## config.mk

```make
export PLATFORM = sky130hd
export DESIGN_NAME = dlc_loop_config
export DESIGN_NICKNAME = d
export VERILOG_FILES = /design/src/design/dlc_pkg.sv /design/src/design/dlc_loop_config.sv /design/src/design/dlc_damping_select_decode.sv /design/src/design/dlc_offset_ramp.sv
export SDC_FILE = /design/constraint.sdc
export NUM_CORES = 1
export LEC_CHECK = 0
export BUFFER_PORTS_ARGS = -buffer_cell sky130_fd_sc_hd__buf_2
export CAP_MARGIN = 20
export CORE_ASPECT_RATIO = 1.4
export CORE_MARGIN = 10
export CORE_UTILIZATION = 55
export CTS_CLUSTER_DIAMETER = 60
export DETAILED_ROUTE_END_ITERATION = 6
export GPL_ROUTABILITY_DRIVEN = 0
export GPL_TIMING_DRIVEN = 0
export HOLD_SLACK_MARGIN = 0.1
export PLACE_DENSITY = 0.76
export SKIP_LAST_GASP = 1
export SLEW_MARGIN = 20
export SYNTH_ARGS = -nofsm -noshare
export SYNTH_HDL_FRONTEND = slang
export SYNTH_SLANG_ARGS = --single-unit
```

## constraint.sdc

```tcl
create_clock -name sys_clk -period 10.8 [get_ports sys_clk]
set_clock_uncertainty 0.1 [all_clocks]
set_input_delay 3.24 -clock sys_clk [delete_from_list [all_inputs] [get_ports sys_clk]]
set_output_delay 3.24 -clock sys_clk [all_outputs]
set_load 0.005 [all_outputs]
```

## src/design/dlc_pkg.sv

```systemverilog
`default_nettype none
package dlc_pkg;
  // clock and offset ramp pacing
  localparam int CLK_PERIOD_NS = 10;
  localparam int OFS_STEP_NS = 1000;
  localparam int OFS_STEP_CYC =
    (OFS_STEP_NS + CLK_PERIOD_NS - 1) / CLK_PERIOD_NS;
  localparam int OFS_CNT_W = 8;
  localparam logic [OFS_CNT_W-1:0] OFS_STEP_LAST =
    OFS_CNT_W'(OFS_STEP_CYC - 1);

  // register offsets
  localparam logic [7:0] ADDR_LOCK_BW = 8'h67;
  localparam logic [7:0] ADDR_ACQ_BW = 8'h69;
  localparam logic [7:0] ADDR_AUX_GD = 8'h6a;
  localparam logic [7:0] ADDR_MAIN_GD = 8'h6b;
  localparam logic [7:0] ADDR_AUX_DG = 8'h6c;
  localparam logic [7:0] ADDR_MAIN_DG = 8'h6d;
  localparam logic [7:0] ADDR_OFS_LO = 8'h70;
  localparam logic [7:0] ADDR_OFS_HI = 8'h71;

  // reset values
  localparam logic [7:0] RST_LOCK_BW = 8'h00;
  localparam logic [7:0] RST_ACQ_BW = 8'h01;
  localparam logic [7:0] RST_GD = 8'h13;
  localparam logic [7:0] RST_DG = 8'hc2;
  localparam logic [7:0] RST_OFS = 8'h00;

  // bits that are not stored read back as their reset value
  localparam logic [7:0] FIXED_BW = 8'h00;
  localparam logic [7:0] FIXED_GD = 8'h00;
  localparam logic [7:0] FIXED_DG = 8'h40;
  // bits that hold state; the others are dropped on write
  localparam logic [7:0] MASK_BW = 8'h1f;
  localparam logic [7:0] MASK_GD = 8'h77;
  localparam logic [7:0] MASK_DG = 8'h87;

  // field positions
  localparam int BW_HI = 2;
  localparam int BW_LO = 0;
  localparam int RSV_HI = 4;
  localparam int RSV_LO = 3;
  localparam int DAMPING_SELECT_HI = 2;
  localparam int DAMPING_SELECT_LO = 0;
  localparam int LRG_HI = 6;
  localparam int LRG_LO = 4;
  localparam int HRG_HI = 2;
  localparam int HRG_LO = 0;
  localparam int EN_BIT = 7;

  // main loop bandwidth codes
  localparam logic [2:0] BWC_35 = 3'h0;
  localparam logic [2:0] BWC_70 = 3'h1;
  localparam logic [2:0] BWC_18B = 3'h3;
  localparam logic [2:0] BWC_120 = 3'h4;
  localparam logic [2:0] BWC_250 = 3'h5;
  localparam logic [2:0] BWC_400 = 3'h6;
  localparam logic [2:0] BWC_18A = 3'h7;
  // aux loop bandwidth codes
  localparam logic [2:0] AUX_18 = 3'h0;
  localparam logic [2:0] AUX_35 = 3'h1;
  localparam logic [2:0] AUX_70 = 3'h2;
  // damping selection codes
  localparam logic [2:0] DS_1P2 = 3'h1;
  localparam logic [2:0] DS_2P5 = 3'h2;
  localparam logic [2:0] DS_5 = 3'h3;
  localparam logic [2:0] DS_MID = 3'h4;
  localparam logic [2:0] DS_HI = 3'h5;

  typedef enum logic [3:0] {
    BW_UNDEF = 4'h0, BW_4 = 4'h1, BW_8 = 4'h2, BW_18 = 4'h3,
    BW_35 = 4'h4, BW_70 = 4'h5, BW_120 = 4'h6, BW_250 = 4'h7,
    BW_400 = 4'h8
  } dlc_bw_t;

  typedef enum logic [2:0] {
    DF_UNDEF = 3'h0, DF_1P2 = 3'h1, DF_2P5 = 3'h2, DF_5 = 3'h3,
    DF_10 = 3'h4, DF_20 = 3'h5
  } dlc_damping_select_t;

  function automatic dlc_bw_t dlc_main_bw(input logic [2:0] code);
    dlc_bw_t r;
    unique case (code)
      BWC_18A, BWC_18B: r = BW_18;
      BWC_35: r = BW_35;
      BWC_70: r = BW_70;
      BWC_120: r = BW_120;
      BWC_250: r = BW_250;
      BWC_400: r = BW_400;
      default: r = BW_UNDEF;
    endcase
    return r;
  endfunction

  function automatic dlc_bw_t dlc_aux_bw(input logic [2:0] code);
    dlc_bw_t r;
    unique case (code)
      AUX_18: r = BW_18;
      AUX_35: r = BW_35;
      AUX_70: r = BW_70;
      default: r = BW_UNDEF;
    endcase
    return r;
  endfunction
endpackage
`default_nettype wire

```

## src/design/dlc_loop_config.sv

```systemverilog
`default_nettype none
module dlc_loop_config import dlc_pkg::*; (
  // clock and reset
  input wire logic sys_clk,
  input wire logic rst_n,
  // processor register port
  input wire logic [7:0] reg_addr,
  input wire logic reg_wr,
  input wire logic reg_rd,
  input wire logic [7:0] reg_wdata,
  output logic [7:0] reg_rdata,
  // loop status from the rest of the device
  input wire logic auto_bandwidth_switch,
  input wire logic main_loop_locked,
  input wire logic build_out_enable,
  input wire logic [2:0] aux_bandwidth_code,
  input wire logic main_low_rate_input,
  input wire logic aux_low_rate_input,
  // settings in force
  output dlc_bw_t main_bandwidth,
  output dlc_damping_select_t main_damping,
  output dlc_damping_select_t aux_damping,
  output logic main_pd2_active,
  output logic [2:0] main_pd2_gain,
  output logic aux_pd2_active,
  output logic [2:0] aux_pd2_gain,
  // offset in units of clock period / 2^11
  output logic [15:0] phase_offset_applied,
  output logic phase_offset_ramping
);
  logic [7:0] lock_bw_q, lock_bw_d;
  logic [7:0] acq_bw_q, acq_bw_d;
  logic [7:0] aux_gd_q, aux_gd_d;
  logic [7:0] main_gd_q, main_gd_d;
  logic [7:0] aux_dg_q, aux_dg_d;
  logic [7:0] main_dg_q, main_dg_d;
  logic [15:0] ofs_q, ofs_d;
  logic [7:0] ofs_lo_pend_q, ofs_lo_pend_d;
  logic [7:0] ofs_hi_snap_q, ofs_hi_snap_d;
  logic [7:0] rdata_q, rdata_d;
  dlc_bw_t main_bw_q, main_bw_d;
  dlc_damping_select_t main_damping_select_q, aux_damping_select_q;
  dlc_damping_select_t main_damping_select_c, aux_damping_select_c;
  logic main_act_q, aux_act_q;
  logic [2:0] main_gain_q, main_gain_d;
  logic [2:0] aux_gain_q, aux_gain_d;
  logic [2:0] main_code;
  logic wr_hit;

  always_comb begin
    lock_bw_d = lock_bw_q;
    acq_bw_d = acq_bw_q;
    aux_gd_d = aux_gd_q;
    main_gd_d = main_gd_q;
    aux_dg_d = aux_dg_q;
    main_dg_d = main_dg_q;
    ofs_d = ofs_q;
    ofs_lo_pend_d = ofs_lo_pend_q;
    ofs_hi_snap_d = ofs_hi_snap_q;
    rdata_d = rdata_q;
    wr_hit = reg_wr;
    // unstored bits are masked on write and forced on read
    if (wr_hit) begin
      unique case (reg_addr)
        ADDR_LOCK_BW: lock_bw_d = reg_wdata & MASK_BW;
        ADDR_ACQ_BW: acq_bw_d = reg_wdata & MASK_BW;
        ADDR_AUX_GD: aux_gd_d = reg_wdata & MASK_GD;
        ADDR_MAIN_GD: main_gd_d = reg_wdata & MASK_GD;
        ADDR_AUX_DG: aux_dg_d = reg_wdata & MASK_DG;
        ADDR_MAIN_DG: main_dg_d = reg_wdata & MASK_DG;
        ADDR_OFS_LO: ofs_lo_pend_d = reg_wdata;
        ADDR_OFS_HI: ofs_d = {reg_wdata, ofs_lo_pend_q};
        default: ;
      endcase
    end
    // reads of unmapped offsets return zero
    if (reg_rd) begin
      unique case (reg_addr)
        ADDR_LOCK_BW: rdata_d = lock_bw_q | FIXED_BW;
        ADDR_ACQ_BW: rdata_d = acq_bw_q | FIXED_BW;
        ADDR_AUX_GD: rdata_d = aux_gd_q | FIXED_GD;
        ADDR_MAIN_GD: rdata_d = main_gd_q | FIXED_GD;
        ADDR_AUX_DG: rdata_d = aux_dg_q | FIXED_DG;
        ADDR_MAIN_DG: rdata_d = main_dg_q | FIXED_DG;
        ADDR_OFS_LO: begin
          rdata_d = ofs_q[7:0];
          ofs_hi_snap_d = ofs_q[15:8];
        end
        ADDR_OFS_HI: rdata_d = ofs_hi_snap_q;
        default: rdata_d = 8'h00;
      endcase
    end
  end

  always_comb begin
    // acquisition setting only counts with the switch set
    if (auto_bandwidth_switch && !main_loop_locked) begin
      main_code = acq_bw_q[BW_HI:BW_LO];
    end else begin
      main_code = lock_bw_q[BW_HI:BW_LO];
    end
    main_bw_d = dlc_main_bw(main_code);
    main_gain_d = 3'h0;
    aux_gain_d = 3'h0;
    if (main_dg_q[EN_BIT]) begin
      main_gain_d = main_low_rate_input ? main_gd_q[LRG_HI:LRG_LO]
                                        : main_dg_q[HRG_HI:HRG_LO];
    end
    if (aux_dg_q[EN_BIT]) begin
      aux_gain_d = aux_low_rate_input ? aux_gd_q[LRG_HI:LRG_LO]
                                      : aux_dg_q[HRG_HI:HRG_LO];
    end
  end

  dlc_damping_select_decode u_main_damping_select (
    .damping_select_sel(main_gd_q[DAMPING_SELECT_HI:DAMPING_SELECT_LO]),
    .bw(main_bw_q),
    .damping(main_damping_select_c)
  );

  dlc_damping_select_decode u_aux_damping_select (
    .damping_select_sel(aux_gd_q[DAMPING_SELECT_HI:DAMPING_SELECT_LO]),
    .bw(dlc_aux_bw(aux_bandwidth_code)),
    .damping(aux_damping_select_c)
  );

  always_ff @(posedge sys_clk or negedge rst_n) begin
    if (!rst_n) begin
      lock_bw_q <= RST_LOCK_BW;
      acq_bw_q <= RST_ACQ_BW;
      aux_gd_q <= RST_GD;
      main_gd_q <= RST_GD;
      aux_dg_q <= RST_DG;
      main_dg_q <= RST_DG;
      ofs_q <= {RST_OFS, RST_OFS};
      ofs_lo_pend_q <= RST_OFS;
      ofs_hi_snap_q <= RST_OFS;
      rdata_q <= 8'h00;
      main_bw_q <= BW_35;
      main_damping_select_q <= DF_5;
      aux_damping_select_q <= DF_5;
      main_act_q <= 1'b0;
      aux_act_q <= 1'b0;
      main_gain_q <= 3'h0;
      aux_gain_q <= 3'h0;
    end else begin
      lock_bw_q <= lock_bw_d;
      acq_bw_q <= acq_bw_d;
      aux_gd_q <= aux_gd_d;
      main_gd_q <= main_gd_d;
      aux_dg_q <= aux_dg_d;
      main_dg_q <= main_dg_d;
      ofs_q <= ofs_d;
      ofs_lo_pend_q <= ofs_lo_pend_d;
      ofs_hi_snap_q <= ofs_hi_snap_d;
      rdata_q <= rdata_d;
      main_bw_q <= main_bw_d;
      main_damping_select_q <= main_damping_select_c;
      aux_damping_select_q <= aux_damping_select_c;
      main_act_q <= main_dg_q[EN_BIT];
      aux_act_q <= aux_dg_q[EN_BIT];
      main_gain_q <= main_gain_d;
      aux_gain_q <= aux_gain_d;
    end
  end

  // offset unit scales with the locked clock, so no ps math here
  dlc_offset_ramp u_ramp (
    .sys_clk(sys_clk),
    .rst_n(rst_n),
    .target(ofs_q),
    .apply_en(main_loop_locked && !build_out_enable),
    .applied(phase_offset_applied),
    .ramping(phase_offset_ramping)
  );

  assign reg_rdata = rdata_q;
  assign main_bandwidth = main_bw_q;
  assign main_damping = main_damping_select_q;
  assign aux_damping = aux_damping_select_q;
  assign main_pd2_active = main_act_q;
  assign main_pd2_gain = main_gain_q;
  assign aux_pd2_active = aux_act_q;
  assign aux_pd2_gain = aux_gain_q;

  // checks
  logic any_wr_q;
  always_ff @(posedge sys_clk or negedge rst_n) begin
    if (!rst_n) begin
      any_wr_q <= 1'b0;
    end else begin
      any_wr_q <= any_wr_q | reg_wr;
    end
  end
endmodule
`default_nettype wire

```

## src/design/dlc_damping_select_decode.sv

```systemverilog
`default_nettype none
module dlc_damping_select_decode import dlc_pkg::*; (
  // selection and bandwidth column
  input wire logic [2:0] damping_select_sel,
  input wire dlc_bw_t bw,
  // decoded factor
  output dlc_damping_select_t damping
);
  logic slow;
  logic low;

  always_comb begin
    // 70 Hz and up fall in the widest column
    slow = (bw == BW_4) || (bw == BW_8);
    low = slow || (bw == BW_18);
    unique case (damping_select_sel)
      DS_1P2: begin
        damping = (bw == BW_4) ? DF_5 :
                  (bw == BW_8) ? DF_2P5 : DF_1P2;
      end
      DS_2P5: damping = slow ? DF_5 : DF_2P5;
      DS_5: damping = DF_5;
      DS_MID: damping = low ? DF_5 : DF_10;
      DS_HI: begin
        damping = low ? DF_5 : (bw == BW_35) ? DF_10 : DF_20;
      end
      default: damping = DF_UNDEF;
    endcase
  end
endmodule
`default_nettype wire

```

## src/design/dlc_offset_ramp.sv

```systemverilog
`default_nettype none
module dlc_offset_ramp import dlc_pkg::*; (
  // clock and reset
  input wire logic sys_clk,
  input wire logic rst_n,
  // requested offset
  input wire logic [15:0] target,
  input wire logic apply_en,
  // offset in force
  output logic [15:0] applied,
  output logic ramping
);
  logic [15:0] applied_q;
  logic [15:0] applied_d;
  logic [15:0] goal;
  logic [OFS_CNT_W-1:0] tick_q;
  logic [OFS_CNT_W-1:0] tick_d;

  always_comb begin
    // an ignored offset walks back to zero, never steps
    goal = apply_en ? target : 16'h0000;
    applied_d = applied_q;
    tick_d = 8'h00;
    if (applied_q != goal) begin
      if (tick_q == OFS_STEP_LAST) begin
        if ($signed(goal) > $signed(applied_q)) begin
          applied_d = applied_q + 16'h0001;
        end else begin
          applied_d = applied_q - 16'h0001;
        end
      end else begin
        tick_d = tick_q + 8'h01;
      end
    end
  end

  always_ff @(posedge sys_clk or negedge rst_n) begin
    if (!rst_n) begin
      applied_q <= 16'h0000;
      tick_q <= 8'h00;
    end else begin
      applied_q <= applied_d;
      tick_q <= tick_d;
    end
  end

  assign applied = applied_q;
  assign ramping = (applied_q != goal);
endmodule
`default_nettype wire

```

==> flow_summary.yaml <==
yosys:
  syn_nets: 613
  ys_types: 62
  synth_area_sq_mm: 0.005967
  synth_cells: 548
  ys.flop_type: "dfrtp_1"
  synth-seq-area-share: 0.4731
  synth-edff-count: 0
  synth.ff_latch_count: 112
  avgSynthCellArea_sq_um: 10.89
  ys_warn_count: 0
  async_reset_ff_frac: 1.000
clock_tree:
  ctsResizeCount: 0
  htree_levels: 3
  cts_setup_buffers: 0
  cts.clk_slew.worst_paths_ns: 0.08
  clockBufferDepth: 2
  clock_latency_ns: 0.35
  cts_hold_buf: 0
  clock_sinks: 112
  cts_buffers: 9
  cts-root-buf: "clkbuf_16"
  tritoncts: "yes"
global_route:
  grt_pass1_vias: 4810
  grt_use_total: 0.1904
  overflow: 0
  grt_max_degree: 63
  grt_antenna_before_repair: 0
  grt_pass1_wl_um: 23490
timing:
  whs_ns: 0.3311
  worst_pin_slew_ns: 0.6519
  finalHoldViolCount: 0
  finalCritPeriodShare: 0.8216
  rsz0062_at_grt: "false"
  totalNegativeSetupSlack_ns: 0
  setup_viol: 0
  max_freq_ghz: 0.1127
  final_max_slew_viol_count: 0
  slew_headroom: 0.5614
  fin_crit_ns: 8.873
  fin_ws_ns: 1.927
worst_hold_path:
  min_path_type: "reg -> reg"
floorplanning:
  core_sq_mm: 0.01052
  die_area_sq_mm: 0.01547
  initial_core_util: 0.5675
  num_io_pins: 71
  die_h_um: 143.2
  die_w_um: 108.0
  rows: 44
final_layout:
  synthToLayoutAreaGrowth_pct: 14.17
  n_fill_cell: 864
  fin_nets: 693
  fin_util: 0.6479
  final_cells: 771
  num_antenna_cells: 0
  drive_gt1_frac: 0.2828
status:
  status: "completed"
power:
  p_leak_nw: 3.312
  ir_drop_mv: 0.09885
  power_density_mw_per_mm2: 122.7
routing:
  ant_nets: 0
  wire_per_inst_um: 18.63
  wl_met3_um: 719
  wirelength_met1_um: 5448
  vias: 4513
  dr_wl_met2_um: 7645
  first_pass_iters: 4
  vias_per_cell: 5.853
  drc: 0
  initialDrtViolationCount: 206
  totalWireLength_um: 14370
  top_layer: "met4"
job:
  drv_cap: 0
worst_setup_path:
  crit_required_ns: 7.46
  cp.arrival_ns: 5.53
  cp-start-kind: "input pin"
  worstSetupPathType: "in -> out"
  end_kind: "output pin"
  crit_fanout: 10
placement:
  dp_hpwl_um: 11160
  dp_cells: 755
  place_ws_ns: 1.996
  io_buffers: 68
## critical path: stages
cell	delay (ns)
buf_2	0.12
nor2b_1	0.38
clkbuf_1	0.29
and2_1	0.20
ha_1	0.17
nand4_1	0.16
nor4_1	0.52
nand2_1	0.25
buf_2	0.20
## placed cells by master (no fill, tap or decap), types with 13 or more instances in the layout
cell type / n
dfrtp_1: 96
mux2i_1: 18
mux2_2: 64
nor2_1: 28
buf_2: 71
nor2b_1: 13
ha_1: 36
and2_1: 18
o21ai_0: 29
a21oi_1: 30
dfstp_2: 16
inv_1: 21
nand2_1: 49
## final timing paths
kind | cells after the start | from | to | slack [ns]
worst min register to register | 0 | main_dg_q[7]$_DFFE_PN1P_ | main_pd2_active$_DFF_PN0_ | 0.33
worst max register to register | 15 | ofs_q[11]$_DFFE_PN0P_ | u_ramp.applied[12]$_DFFE_PN0P_ | 6.47
worst max-delay path | 9 | main_loop_locked | phase_offset_ramping | 1.93
min in group asynchronous | 1 | rst_n | u_ramp.applied[6]$_DFFE_PN0P_ | 2.72
max in group asynchronous | 2 | rst_n | acq_bw_q[0]$_DFFE_PN1P_ | 7.17
worst min-delay path | 0 | main_dg_q[7]$_DFFE_PN1P_ | main_pd2_active$_DFF_PN0_ | 0.33
## metrics by stage
stage	area (sq um)	power, W
6_report	6813	0.0008358
5_1_grt	6813	0.0008668
4_1_cts	6813	0.0008432
3_5_place_dp	6514	0.0005110
3_3_place_gp	6480	0.0005068
2_1_floorplan	5967	0.0004771
## synthesized netlist by cell type, drive strengths merged (8+ instances only)
library cell / instances / area (sq um)
xnor2: 9 / 78.83
a21oi: 30 / 150.1
nand2: 49 / 183.9
dfrtp: 96 / 2402
and2: 19 / 118.9
inv: 21 / 78.83
mux2i: 18 / 180.2
ha: 36 / 450.4
nor2b: 13 / 81.33
nand3: 12 / 65.06
o21ai: 30 / 150.1
dfstp: 16 / 420.4
mux2: 64 / 720.7
nor3: 8 / 40.04
xor2: 9 / 78.83
nor2: 30 / 117.6
a21o: 8 / 61.31
## cell families after synthesis
logic type                 Yosys count  share of synthesized area
and+or+nand+nor                    160                     0.1367
DFF                                112                     0.4731
AOI/OAI and AO/OA                  107                     0.1118
muxes                               82                     0.1510
adders and majority gates           37                    0.07884
buffers and inverters               32                    0.02223
xor gates and xnor gates            18                    0.02642
## metal layers
| layer | up-vias | global-route usage |
|---|---|---|
| li1 | 2125 | - |
| met1 | 2218 | 0.2058 |
| met2 | 126 | 0.3382 |
| met3 | 44 | 0.04279 |
| met4 | 0 | 0.09450 |
| met5 | - | 0 |
## registers in the layout (all words and copies together), names as in the netlist, 3 cells and up
name / count
ofs_q: 16
u_ramp.applied: 16
ofs_hi_snap_q: 8
ofs_lo_pend_q: 8
reg_rdata: 8
u_ramp.tick_q: 8
aux_gd_q: 6
main_gd_q: 6
acq_bw_q: 5
lock_bw_q: 5
aux_dg_q: 4
main_bandwidth: 4
main_dg_q: 4
aux_damping: 3
aux_pd2_gain: 3
main_damping: 3
main_pd2_gain: 3
## cell type report
type | count | area, sq um | share of cell area
well taps | 138 | 172.7 | 0.02534
repair buffers | 69 | 374.1 | 0.05491
multi-input cells | 404 | 3012 | 0.4421
plain buffers | 11 | 53.80 | 0.007897
flip-flops and latches | 112 | 2823 | 0.4143
inverters | 21 | 78.83 | 0.01157
clock inverters | 7 | 73.82 | 0.01084
clock buffers | 9 | 225.2 | 0.03306
## report_power, final
part / leakage, nW / internal (W) / switching [W] / total (W)
clock: 0.141 / 0.000165 / 0.000169 / 0.000334
sequential: 1.45 / 0.000434 / 0.0000106 / 0.000445
combinational: 1.72 / 0.0000243 / 0.0000331 / 0.0000574
total: 3.31 / 0.000623 / 0.000213 / 0.000836
Note: power is estimated with default switching activity, not from simulation.
